==> src/rtl/cmsv_defs.svh <==
// Constants of the message-object status view
//
// What this block does
// Word one of transmit-pending shows objects 1 to 16 in bits 15:0.
// Word two of transmit-pending shows objects 17 to 32 in bits 15:0.
// A transmit-pending bit is 1 while a send is asked for and not done.
// Transmit-pending is written via the message interface set, set on remote frame receipt and cleared on a good send.
// Word one of fresh-payload shows objects 1 to 16 in bits 15:0.
// Word two of fresh-payload shows objects 17 to 32 in bits 15:0.
// Fresh-payload is written via the message interface set and updated on data frame receipt or a good send.
// A fresh-payload bit is 1 once new data was written and 0 if none since the last clear.
// The irq-flag word shows objects 1 to 16 in bits 15:0.
// The irq flag is written via the message interface set and set after a good receive or send.
// Every irq flag change also shows in the interrupt identifier outputs; they give only the lowest pending object and whether any is pending.
// An irq-flag bit is 1 when its object is an interrupt source.
// After reset every flag in these words reads zero.
// All status words are read-only and reflect the handler's flags.
// Bits 31:16 read zero and writes to the status words do nothing.
`ifndef CMSV_DEFS_SVH
`define CMSV_DEFS_SVH

`define CMSV_ADDR_TXREQ_LO 32'h4005_0100
`define CMSV_ADDR_TXREQ_HI 32'h4005_0104
`define CMSV_ADDR_FRESH_LO 32'h4005_0120
`define CMSV_ADDR_FRESH_HI 32'h4005_0124
`define CMSV_ADDR_IRQ_LO 32'h4005_0140

`define CMSV_OBJ_COUNT 32
`define CMSV_HALF_W 16
`define CMSV_OBJ_NUM_W 6
`define CMSV_FLAGS_RST 32'h0000_0000
`define CMSV_UPPER_ZERO 16'h0000
`define CMSV_WORD_ZERO 32'h0000_0000
`define CMSV_NO_OBJ 6'h00
`define CMSV_FIRST_OBJ 6'h01
`define CMSV_LAST_OBJ 6'h20

`endif

==> src/rtl/cmsv_pkg.sv <==
// Types of the message-object status view
package cmsv_pkg;

  typedef enum logic [1:0] {
    CMSV_EVT_NONE = 2'h0,
    CMSV_EVT_REMOTE_RX = 2'h1,
    CMSV_EVT_DATA_RX = 2'h3,
    CMSV_EVT_TX_DONE = 2'h2
  } cmsv_evt_t;

  typedef enum logic [1:0] {
    CMSV_ST_IDLE = 2'h0,
    CMSV_ST_ANSWER = 2'h1
  } cmsv_apb_st_t;

endpackage : cmsv_pkg

==> src/rtl/cmsv_flag_bank.sv <==
// Bank of per-object flags where a set beats a clear
`timescale 1ns/100ps
`default_nettype none

module cmsv_flag_bank #(
  parameter int N = 32
) (
  input wire logic clk,
  input wire logic rst,
  input wire logic [N-1:0] set_vec,
  input wire logic [N-1:0] clr_vec,
  output logic [N-1:0] flags_r
);

  logic [N-1:0] flags_nxt;

  genvar i;
  generate
    for (i = 0; i < N; i++) begin : g_bit
      // Set wins over a clear in the same cycle
      assign flags_nxt[i] = set_vec[i] | (flags_r[i] & ~clr_vec[i]);
    end
  endgenerate

  always_ff @(posedge clk or posedge rst) begin
    if (rst) begin
      flags_r <= '0;
    end else begin
      flags_r <= flags_nxt;
    end
  end

endmodule : cmsv_flag_bank

`default_nettype wire

==> src/rtl/cmsv_status_view.sv <==
// Message-object status view: flag keeping and APB read-only window
//
// The implementer's own choice: register access over APB.
`timescale 1ns/100ps
`default_nettype none
`include "cmsv_defs.svh"

module cmsv_status_view (
  input wire logic CLOCK,
  input wire logic RST,
  // APB slave
  input wire logic PSEL,
  input wire logic PENABLE,
  input wire logic PWRITE,
  input wire logic [31:0] PADDR,
  input wire logic [31:0] PWDATA,
  output logic [31:0] PRDATA,
  output logic PREADY,
  output logic PSLVERR,
  // Message interface set writes
  input wire logic MIF_WRITE,
  input wire logic [5:0] MIF_OBJ,
  input wire logic MIF_UPD_TX,
  input wire logic MIF_UPD_FRESH,
  input wire logic MIF_UPD_IRQ,
  input wire logic MIF_TX_VAL,
  input wire logic MIF_FRESH_VAL,
  input wire logic MIF_IRQ_VAL,
  // Message handler events
  input wire logic MH_EVT_VALID,
  input wire logic [5:0] MH_EVT_OBJ,
  input wire logic [1:0] MH_EVT_KIND,
  // Flag state seen by the rest of the controller
  output logic [31:0] TX_PENDING_OBJS,
  output logic IRQ_PENDING_ANY,
  output logic [5:0] IRQ_IDENT
);

  localparam int N = `CMSV_OBJ_COUNT;
  localparam int H = `CMSV_HALF_W;

  ////////////////////////////////////////////////////////////////////////////

  // Object number to one-hot; zero or out of range selects nothing
  // The index wraps for object zero, so the range test gates the shift
  function automatic logic [N-1:0] obj_onehot(
    input logic [5:0] num
  );
    logic [5:0] idx;
    logic [N-1:0] hot;
    idx = num - `CMSV_FIRST_OBJ;
    hot = '0;
    if (num != `CMSV_NO_OBJ && num <= `CMSV_LAST_OBJ) begin
      hot = {{(N-1){1'b0}}, 1'b1} << idx;
    end
    return hot;
  endfunction : obj_onehot

  ////////////////////////////////////////////////////////////////////////////
  // Event decode

  cmsv_pkg::cmsv_evt_t evt_kind;
  logic [N-1:0] mif_sel;
  logic [N-1:0] mh_sel;
  logic mh_remote;
  logic mh_data;
  logic mh_txdone;
  logic mh_any;

  always_comb begin
    evt_kind = cmsv_pkg::cmsv_evt_t'(MH_EVT_KIND);
    mif_sel = MIF_WRITE ? obj_onehot(MIF_OBJ) : '0;
    mh_sel = MH_EVT_VALID ? obj_onehot(MH_EVT_OBJ) : '0;
    mh_remote = 1'b0;
    mh_data = 1'b0;
    mh_txdone = 1'b0;
    case (evt_kind)
      cmsv_pkg::CMSV_EVT_REMOTE_RX: begin
        mh_remote = 1'b1;
      end
      cmsv_pkg::CMSV_EVT_DATA_RX: begin
        mh_data = 1'b1;
      end
      cmsv_pkg::CMSV_EVT_TX_DONE: begin
        mh_txdone = 1'b1;
      end
      default: begin
        mh_remote = 1'b0;
      end
    endcase
    mh_any = mh_remote | mh_data | mh_txdone;
  end

  ////////////////////////////////////////////////////////////////////////////
  // Set and clear vectors of the three flag sets

  logic [N-1:0] tx_set;
  logic [N-1:0] tx_clr;
  logic [N-1:0] fresh_set;
  logic [N-1:0] fresh_clr;
  logic [N-1:0] irq_set;
  logic [N-1:0] irq_clr;
  logic [N-1:0] mif_tx;
  logic [N-1:0] mif_fresh;
  logic [N-1:0] mif_irq;

  always_comb begin
    // Only the flags named by the write move; the others hold
    mif_tx = MIF_UPD_TX ? mif_sel : '0;
    mif_fresh = MIF_UPD_FRESH ? mif_sel : '0;
    mif_irq = MIF_UPD_IRQ ? mif_sel : '0;
    // CPU writes either value; remote frame sets, good send clears
    tx_set = (MIF_TX_VAL ? mif_tx : '0)
      | (mh_remote ? mh_sel : '0);
    tx_clr = (MIF_TX_VAL ? '0 : mif_tx)
      | (mh_txdone ? mh_sel : '0);
    // Data frame stores fresh data; a finished send consumes it
    fresh_set = (MIF_FRESH_VAL ? mif_fresh : '0)
      | (mh_data ? mh_sel : '0);
    fresh_clr = (MIF_FRESH_VAL ? '0 : mif_fresh)
      | (mh_txdone ? mh_sel : '0);
    // Any good receive or send raises the object's irq flag
    irq_set = (MIF_IRQ_VAL ? mif_irq : '0)
      | (mh_any ? mh_sel : '0);
    irq_clr = MIF_IRQ_VAL ? '0 : mif_irq;
  end

  ////////////////////////////////////////////////////////////////////////////
  // Flag storage
  // Flag i belongs to object i + 1
  // A set beats a clear from either source in the same cycle

  logic [N-1:0] tx_flags;
  logic [N-1:0] fresh_flags;
  logic [N-1:0] irq_flags;

  cmsv_flag_bank #(
    .N(N)
  ) u_tx_bank (
    .clk(CLOCK),
    .rst(RST),
    .set_vec(tx_set),
    .clr_vec(tx_clr),
    .flags_r(tx_flags)
  );

  cmsv_flag_bank #(
    .N(N)
  ) u_fresh_bank (
    .clk(CLOCK),
    .rst(RST),
    .set_vec(fresh_set),
    .clr_vec(fresh_clr),
    .flags_r(fresh_flags)
  );

  cmsv_flag_bank #(
    .N(N)
  ) u_irq_bank (
    .clk(CLOCK),
    .rst(RST),
    .set_vec(irq_set),
    .clr_vec(irq_clr),
    .flags_r(irq_flags)
  );

  ////////////////////////////////////////////////////////////////////////////
  // Interrupt identifier: lowest numbered pending object

  logic irq_any_r;
  logic irq_any_nxt;
  logic [5:0] irq_ident_r;
  logic [5:0] irq_ident_nxt;

  // Covers all 32 objects, though only 1 to 16 are readable here
  always_comb begin
    irq_any_nxt = |irq_flags;
    irq_ident_nxt = `CMSV_NO_OBJ;
    for (int i = N - 1; i >= 0; i--) begin
      if (irq_flags[i]) begin
        irq_ident_nxt = 6'(i + 1);
      end
    end
  end

  always_ff @(posedge CLOCK or posedge RST) begin
    if (RST) begin
      irq_any_r <= 1'b0;
      irq_ident_r <= `CMSV_NO_OBJ;
    end else begin
      irq_any_r <= irq_any_nxt;
      irq_ident_r <= irq_ident_nxt;
    end
  end

  ////////////////////////////////////////////////////////////////////////////
  // Transmit-pending mirror for the rest of the controller

  logic [N-1:0] tx_out_r;
  logic [N-1:0] tx_out_nxt;

  always_comb begin
    // Lags the read words by one cycle
    tx_out_nxt = tx_flags;
  end

  always_ff @(posedge CLOCK or posedge RST) begin
    if (RST) begin
      tx_out_r <= `CMSV_FLAGS_RST;
    end else begin
      tx_out_r <= tx_out_nxt;
    end
  end

  ////////////////////////////////////////////////////////////////////////////
  // Status words as software sees them; upper half always zero

  logic [31:0] tx_lo_word;
  logic [31:0] tx_hi_word;
  logic [31:0] fresh_lo_word;
  logic [31:0] fresh_hi_word;
  logic [31:0] irq_lo_word;

  always_comb begin
    tx_lo_word = {`CMSV_UPPER_ZERO, tx_flags[H-1:0]};
    tx_hi_word = {`CMSV_UPPER_ZERO, tx_flags[N-1:H]};
    fresh_lo_word = {`CMSV_UPPER_ZERO, fresh_flags[H-1:0]};
    fresh_hi_word = {`CMSV_UPPER_ZERO, fresh_flags[N-1:H]};
    irq_lo_word = {`CMSV_UPPER_ZERO, irq_flags[H-1:0]};
  end

  ////////////////////////////////////////////////////////////////////////////
  // Read word selection

  logic [31:0] rd_word;
  logic rd_hit;

  // Full 32-bit compare, so aliases of the words are not decoded
  // Unmapped addresses read zero and raise the error response
  always_comb begin
    rd_word = `CMSV_WORD_ZERO;
    rd_hit = 1'b1;
    if (PADDR == `CMSV_ADDR_TXREQ_LO) begin
      rd_word = tx_lo_word;
    end else if (PADDR == `CMSV_ADDR_TXREQ_HI) begin
      rd_word = tx_hi_word;
    end else if (PADDR == `CMSV_ADDR_FRESH_LO) begin
      rd_word = fresh_lo_word;
    end else if (PADDR == `CMSV_ADDR_FRESH_HI) begin
      rd_word = fresh_hi_word;
    end else if (PADDR == `CMSV_ADDR_IRQ_LO) begin
      rd_word = irq_lo_word;
    end else begin
      rd_hit = 1'b0;
    end
  end

  ////////////////////////////////////////////////////////////////////////////
  // APB slave: one wait-free access phase after each setup

  cmsv_pkg::cmsv_apb_st_t st_r;
  cmsv_pkg::cmsv_apb_st_t st_nxt;
  logic setup;
  logic take;

  // A setup that arrives while the answer is out is not taken
  always_comb begin
    setup = PSEL & ~PENABLE;
    take = 1'b0;
    st_nxt = st_r;
    case (st_r)
      cmsv_pkg::CMSV_ST_IDLE: begin
        if (setup) begin
          st_nxt = cmsv_pkg::CMSV_ST_ANSWER;
          take = 1'b1;
        end
      end
      cmsv_pkg::CMSV_ST_ANSWER: begin
        st_nxt = cmsv_pkg::CMSV_ST_IDLE;
      end
      default: begin
        st_nxt = cmsv_pkg::CMSV_ST_IDLE;
      end
    endcase
  end

  always_ff @(posedge CLOCK or posedge RST) begin
    if (RST) begin
      st_r <= cmsv_pkg::CMSV_ST_IDLE;
    end else begin
      st_r <= st_nxt;
    end
  end

  ////////////////////////////////////////////////////////////////////////////
  // APB response: ready, error and read data stand for one cycle only

  logic [31:0] prdata_r;
  logic [31:0] prdata_nxt;
  logic pready_r;
  logic pready_nxt;
  logic pslverr_r;
  logic pslverr_nxt;

  always_comb begin
    // Zero wait states: ready follows the setup edge
    pready_nxt = take;
    pslverr_nxt = take & ~rd_hit;
    prdata_nxt = `CMSV_WORD_ZERO;
    // Writes store nothing; reads take the current flags
    if (take && !PWRITE && rd_hit) begin
      prdata_nxt = rd_word;
    end
  end

  always_ff @(posedge CLOCK or posedge RST) begin
    if (RST) begin
      prdata_r <= `CMSV_WORD_ZERO;
      pready_r <= 1'b0;
      pslverr_r <= 1'b0;
    end else begin
      prdata_r <= prdata_nxt;
      pready_r <= pready_nxt;
      pslverr_r <= pslverr_nxt;
    end
  end

  ////////////////////////////////////////////////////////////////////////////
  // Outputs
  // Every output is a flop; the flag mirror lags the read words
  // by one cycle, the identifier by one cycle after the flag

  assign PRDATA = prdata_r;
  assign PREADY = pready_r;
  assign PSLVERR = pslverr_r;
  assign TX_PENDING_OBJS = tx_out_r;
  assign IRQ_PENDING_ANY = irq_any_r;
  assign IRQ_IDENT = irq_ident_r;

  // Write data is deliberately unused: every word here is read-only
  logic unused_wdata;
  assign unused_wdata = ^PWDATA;

endmodule : cmsv_status_view

`default_nettype wire

==> config.mk <==
export PLATFORM = sky130hd
export DESIGN_NAME = cmsv_status_view
export DESIGN_NICKNAME = d
export VERILOG_FILES = /design/src/rtl/cmsv_pkg.sv /design/src/rtl/cmsv_flag_bank.sv /design/src/rtl/cmsv_status_view.sv
export VERILOG_INCLUDE_DIRS = /design/src /design/src/rtl
export SDC_FILE = /design/constraint.sdc
export NUM_CORES = 1
export LEC_CHECK = 0
export BUFFER_PORTS_ARGS = -buffer_cell sky130_fd_sc_hd__buf_2
export CAP_MARGIN = 20
export CELL_PAD_IN_SITES_DETAIL_PLACEMENT = 0
export CELL_PAD_IN_SITES_GLOBAL_PLACEMENT = 1
export CORE_UTILIZATION = 29
export CTS_BUF_LIST = sky130_fd_sc_hd__clkbuf_4
export DETAILED_ROUTE_END_ITERATION = 16
export GPL_ROUTABILITY_DRIVEN = 0
export MAX_ROUTING_LAYER = met4
export PLACE_DENSITY_LB_ADDON = 0.1
export SKIP_CTS_REPAIR_TIMING = 1
export SLEW_MARGIN = 20
export SYNTH_ARGS = -nofsm -noshare
export SYNTH_HDL_FRONTEND = slang
export SYNTH_SLANG_ARGS = --single-unit
export TNS_END_PERCENT = 30
==> constraint.sdc <==
create_clock -name CLOCK -period 8.7 [get_ports CLOCK]
set_clock_uncertainty 0.15 [all_clocks]
set_input_delay 0.87 -clock CLOCK [delete_from_list [all_inputs] [get_ports CLOCK]]
set_output_delay 0.87 -clock CLOCK [all_outputs]
set_load 0.01 [all_outputs]
==> impl_metrics.json, run 1 <==
{
  "fin_crit_ns": 2.88,
  "cp.depth": 6,
  "tritoncts": "done",
  "insertion_delay_ns": 0.61,
  "drv_cap": 0,
  "rr_worst_depth": 5,
  "seqPwrFrac_pct": 52.1,
  "stdcell_count": 1401,
  "ys_seq_area_share_pct": 45.7,
  "ys_seq_elements": 154,
  "pwr-share-clk_pct": 29.0,
  "drt_iter0_markers": 646,
  "grt_util_all_layers_pct": 23.6,
  "async_reset_ff_share_pct": 100,
  "clk_path_buf_depth": 2,
  "grt_pass1_vias": 7456,
  "grt_pass1_wl_um": 50500,
  "reg2reg_slack_ns": 6.51,
  "synth_flop_cell": "dfrtp_1",
  "p_switching_mw": 0.580,
  "die_area_um2": 29800,
  "outcome": "finished clean",
  "cts_sinks": 154,
  "grt_max_degree": 84,
  "hp-class": "in -> async",
  "crit_buf_inv": 1,
  "synth_cell_type_count": 67,
  "setup_viol": 0,
  "rsz0062_at_grt": "no",
  "fmax_mhz": 347,
  "critPathLaunchType": "primary input",
  "synth_cells": 932,
  "worstMarginPinSlew_ns": 1.05,
  "core-area_um2": 28700,
  "synthesis.area_um2": 8440,
  "ios": 164,
  "drt-total-wl_um": 33100,
  "drive_gt1_share_pct": 18.0,
  "combPwrFrac_pct": 19.0,
  "num-nets-final": 1095,
  "root_buffer": "clkbuf_4",
  "dr.pass1.iters": 7,
  "p_leak_nw": 4.09,
  "peakVddDrop_v": 0.0000638,
  "cp.arrival_ns": 3.20,
  "fin_tns_setup_ns": 0,
  "place_inst": 1368,
  "dp_hpwl_um": 21600,
  "synth-edff-count": 0,
  "slew_headroom_pct": 29.7,
  "antenna_found_initial": 1,
  "die_x_um": 173,
  "netSwitchingFraction_pct": 34.0,
  "worst-setup-path-type": "in -> reg",
  "ant_nets": 0,
  "crit_chain": "buf_2 > nor3_4 > mux2i_4 > nand2_1 > o311ai_0 > o211ai_1",
  "fp-row-count": 62,
  "r2r_end": "IRQ_IDENT[5]",
  "die_h_um": 173,
  "drv_slew": 0,
  "intPower_mw": 1.12,
  "power-per-cell-area_nw_per_um2": 178,
  "cp_top_family": "simple AND/OR/NAND/NOR gates",
  "drcViolationCount": 0,
  "slowest_stage": "mux2i_4",
  "cts.reportedPaths.clkPinSlew_ns": 0.13,
  "crit_start": "MH_EVT_OBJ[1]",
  "portBuffers": 115,
  "avgSynthCellArea_um2": 9.05,
  "fin_crit_sh_pct": 33.1,
  "initial_core_util_pct": 29.4,
  "cts_made_buffers": 17,
  "htree_levels": 4,
  "cp_max_fo": 18,
  "r2r_start": "u_irq_bank.flags_r[14]",
  "endpoint_kind": "flop",
  "finalHoldViolCount": 0,
  "drt-vias-per-instance": 5.48,
  "wire_per_inst_um": 23.6,
  "cp_data_required_time_ns": 9.01,
  "gr-total-overflow": 0,
  "vias": 7673,
  "syn2layout_area_growth_pct": 13.1,
  "ys.warnings.count": 0,
  "cp_slowest_stage_delay_ns": 0.57
}
## flip-flops by register name (all words and copies together), names as in the netlist
| register | flops |
|---|---|
| TX_PENDING_OBJS | 32 |
| u_fresh_bank.flags_r | 32 |
| u_irq_bank.flags_r | 32 |
| u_tx_bank.flags_r | 32 |
| PRDATA | 16 |
| IRQ_IDENT | 6 |
| IRQ_PENDING_ANY | 1 |
| PREADY | 1 |
| PSLVERR | 1 |
| st_r | 1 |
## worst reg2reg max path: stages (launching register included)
cell and delay [ns]:
dfrtp_1 0.49, or4_1 0.58, nor4b_2 0.31, nand2b_1 0.12, nor4_2 0.31, and2_1 0.19
## area by class of cell
type,instances,area [um^2]
flip-flops and latches,154,3850
well taps,384,480
clock buffers,17,128
diodes,1,2.50
repair buffers,125,663
multi-input cells,696,4200
clock inverters,14,173
fillers,3043,19200
inverters,10,42.5
## power groups by stage
| stage | Combinational (mW) | Clock (mW) | Sequential, mW |
|---|---|---|---|
| 3_3_place_gp | 0.321 | 0 | 0.901 |
| 6_report | 0.323 | 0.493 | 0.886 |
| 4_1_cts | 0.322 | 0.513 | 0.887 |
| 2_1_floorplan | 0.210 | 0 | 0.874 |
| 5_1_grt | 0.357 | 0.537 | 0.900 |
| 3_5_place_dp | 0.322 | 0 | 0.902 |
## layout by cell type, fill, tap and decap left out, types with 17 or more instances in the layout
master and n:
a21oi_1 38, a221o_1 19, a22o_1 19, buf_2 115, clkbuf_4 17, dfrtp_1 154, mux2i_1 33, nand2_1 167
nand2b_1 25, nand3_1 20, nor2_1 43, nor2b_1 20, nor3_1 36, o21ai_0 72
## per-stage QoR
stage          util [%]  cell area [um^2]  total power, mW  setup slack (ns)  hold WS, ns
2_1_floorplan         -              8490             1.08              3.53        0.218
3_3_place_gp       32.1              9220             1.22              5.26        0.242
3_5_place_dp       32.1              9220             1.22              5.24        0.237
4_1_cts            33.2              9520             1.72              5.89        0.249
5_1_grt            33.2              9540             1.79              5.74        0.276
6_report           33.2              9540             1.70              5.82        0.245
## cells in the mapped netlist, types with 9 or more instances
| library cell | instances | area, um^2 |
|---|---|---|
| nand2_1 | 167 | 627 |
| dfrtp_1 | 154 | 3850 |
| o21ai_0 | 72 | 360 |
| clkbuf_1 | 49 | 184 |
| nor2_1 | 44 | 165 |
| a21oi_1 | 38 | 190 |
| nor3_1 | 36 | 180 |
| mux2i_1 | 33 | 330 |
| nand2b_1 | 25 | 156 |
| nor2b_1 | 22 | 138 |
| nand3_1 | 20 | 100 |
| a221o_1 | 19 | 190 |
| a22o_1 | 19 | 166 |
| buf_4 | 17 | 128 |
| a222oi_1 | 16 | 160 |
| and3_1 | 16 | 100 |
| buf_2 | 16 | 80.1 |
| o211ai_1 | 15 | 113 |
| inv_1 | 10 | 37.5 |
| nor4_1 | 9 | 56.3 |
| o22ai_1 | 9 | 56.3 |
## metal layers
metal	global-route usage (%)	routed length, um
met1	33.3	15900
met2	35.9	15300
met3	2.90	1590
met4	5.43	358
met5	-	0
## worst max-delay path by stage
stage                                 end  slack [ns]
floorplan                    IRQ_IDENT[0]        3.53
global placement    u_tx_bank.flags_r[20]        5.26
detailed placement  u_tx_bank.flags_r[20]        5.24
CTS                 u_tx_bank.flags_r[20]        5.89
global route        u_tx_bank.flags_r[18]        5.74
finish              u_tx_bank.flags_r[20]        5.82
## logic make-up after synthesis
family | synth area share [%]
AND/OR/NAND/NOR | 24.4
AO/OA/AOI/OAI | 20.3
flip-flops | 45.7
buffers and inverters | 5.34
multiplexers | 4.18
other | 0.0444
(Power assumes the default switching activity.)
==> run 2: changes to the inputs <==
- ABC_AREA: default -> 1
- clock period: 8.7 -> 3 ns (I/O delays scaled with it)
==> impl_metrics.json, run 2 <==
{
  "die_x_um": 172,
  "combPwrFrac_pct": 18.0,
  "syn2layout_area_growth_pct": 19.1,
  "synthesis.area_um2": 8380,
  "cp.depth": 30,
  "die_area_um2": 29600,
  "grt_use_met2_pct": 34.0,
  "outcome": "finished clean",
  "placed_area_um2": 9570,
  "stdcell_count": 1556,
  "seqPwrFrac_pct": 51.8,
  "synth_flop_cell": "dfrtp_1",
  "fin_crit_ns": 2.34,
  "ys_seq_area_share_pct": 46.0,
  "cp_data_required_time_ns": 3.33,
  "worstMarginPinSlew_ns": 1.15,
  "intPower_mw": 3.26,
  "drt_iter0_markers": 545,
  "drv_slew": 0,
  "ys.warnings.count": 0,
  "slew_headroom_pct": 23.4,
  "power-per-cell-area_nw_per_um2": 488,
  "fp-row-count": 61,
  "cp.arrival_ns": 2.67,
  "num-nets-final": 1255,
  "place_ws_ns": 0.166,
  "met3_usage_pct": 3.41,
  "fmax_mhz": 427,
  "synthTopCellsByCount": "215 x nand2_1, 154 x dfrtp_1, 103 x nand3_1",
  "drv_cap": 0,
  "place_inst": 1513,
  "rr_worst_depth": 30,
  "grt_max_degree": 89,
  "cts_sinks": 154,
  "fin_crit_sh_pct": 78.0,
  "vias": 7936,
  "ant_nets": 0,
  "cp_max_fo": 3,
  "layout_common_cells": "215 x nand2_1, 154 x dfrtp_1, 115 x buf_2",
  "gr-total-overflow": 0,
  "grt_pass1_vias": 7555,
  "yosys-top-cells-area": "dfrtp_1 46%, nand2_1 9.6%, nand3_1 6.1%, o311ai_1 4.2%, inv_1 3.9%",
  "antenna_found_initial": 1,
  "avgSynthCellArea_um2": 8.20,
  "dr.pass1.iters": 5,
  "drcViolationCount": 0,
  "finish.instance_area_um2": 9980,
  "setup_viol": 0,
  "worst-setup-path-type": "reg -> reg",
  "rsz0062_at_grt": "no",
  "synth-edff-count": 0,
  "grt_pass1_wl_um": 47700,
  "p_leak_nw": 4.42,
  "core-area_um2": 28100,
  "cp_top_family": "simple AND/OR/NAND/NOR gates",
  "insertion_delay_ns": 0.57,
  "ios": 164,
  "critPathLaunchType": "flop",
  "peakVddDrop_v": 0.000219,
  "drt-vias-per-instance": 5.10,
  "tritoncts": "done",
  "crit_top_cell": "nand2_1",
  "cts_made_buffers": 17,
  "cp_slowest_stage_delay_ns": 0.41,
  "clk_path_buf_depth": 2,
  "netSwitchingFraction_pct": 33.0,
  "synth_cells": 1023,
  "root_buffer": "clkbuf_4",
  "hp-class": "in -> reg",
  "grt_util_all_layers_pct": 22.8,
  "slowest_stage": "dfrtp_1",
  "yosysTopAreaCell": "dfrtp_1",
  "final_common_cell": "nand2_1",
  "pwr-share-clk_pct": 30.2,
  "die_h_um": 172,
  "top_usage_layer": "met2",
  "endpoint_kind": "flop",
  "drt-total-wl_um": 31600,
  "htree_levels": 4,
  "fin_tns_setup_ns": 0,
  "postLayoutSetupSlackWorst_ns": 0.660,
  "portBuffers": 115,
  "drive_gt1_share_pct": 20.3,
  "ys_seq_elements": 154,
  "cts.reportedPaths.clkPinSlew_ns": 0.15,
  "initial_core_util_pct": 29.9,
  "synth.top_cell.area_share_pct": 46.0,
  "p_switching_mw": 1.61,
  "wire_per_inst_um": 20.3,
  "async_reset_ff_share_pct": 100,
  "synth_most_common_cell": "nand2_1",
  "min_path_cells": 3,
  "crit_buf_inv": 1,
  "dp_hpwl_um": 22300,
  "synth_cell_type_count": 42,
  "met1_usage_pct": 32.8,
  "finalHoldViolCount": 0,
  "final_util_pct": 35.5
}
## run 2: area by class of cell
| type | instances | area, um^2 |
|---|---|---|
| Fill cell | 3014 | 18100 |
| Multi-Input combinational cell | 710 | 3860 |
| Sequential cell | 154 | 3850 |
| Timing Repair Buffer | 175 | 1080 |
| Tap cell | 378 | 473 |
| Inverter | 106 | 402 |
| Clock inverter | 13 | 169 |
| Clock buffer | 19 | 143 |
| Antenna cell | 1 | 2.50 |
## run 2: power by group through the flow
stage	Clock [mW]	Sequential [mW]	Combinational [mW]
2_1_floorplan	0	2.52	0.531
3_5_place_dp	0	2.56	0.875
4_1_cts	1.51	2.52	0.877
6_report	1.47	2.52	0.879
5_1_grt	1.60	2.55	0.996
3_3_place_gp	0	2.56	0.873
## run 2: per-stage QoR
step / total power [mW] / hold WS [ns]
2_1_floorplan: 3.05 / 0.218
3_3_place_gp: 3.43 / 0.247
3_5_place_dp: 3.44 / 0.246
4_1_cts: 4.91 / -0.320
5_1_grt: 5.15 / 0.000880
6_report: 4.87 / 0.0179
## run 2: path summary, 6_finish.rpt
check	start	to	slack, ns
max	u_irq_bank.flags_r[28]	IRQ_IDENT[0]	0.66
max reg2reg	u_irq_bank.flags_r[28]	IRQ_IDENT[0]	0.66
min	MIF_UPD_TX	u_tx_bank.flags_r[28]	0.02
max in group asynchronous	RST	PRDATA[5]	1.67
min in group asynchronous	RST	u_tx_bank.flags_r[29]	0.22
min reg2reg	u_tx_bank.flags_r[12]	TX_PENDING_OBJS[12]	0.26
## run 2: cell families (layout without fill, tap and decap cells)
family	Yosys count	after routing	synth area share (%)
compound gates	196	196	16.8
other cells	1	17	0.0447
buf+inv	174	313	8.64
simple gates	481	481	26.2
flops	154	154	46.0
mux	17	17	2.27
## run 2: routing by layer
metal	share of wire [%]	vias to the layer above	wire length (um)
li1	-	3815	-
met1	50	3863	15800
met2	44	243	13900
met3	5.3	15	1670
met4	0.67	0	212
met5	0	-	0
## run 2: worst reg2reg max path, delay by kind of cell, from the launching register on
kind	cells	cell delay (ns)
buf+inv	1	0.10
flops	1	0.41
simple gates	29	1.61
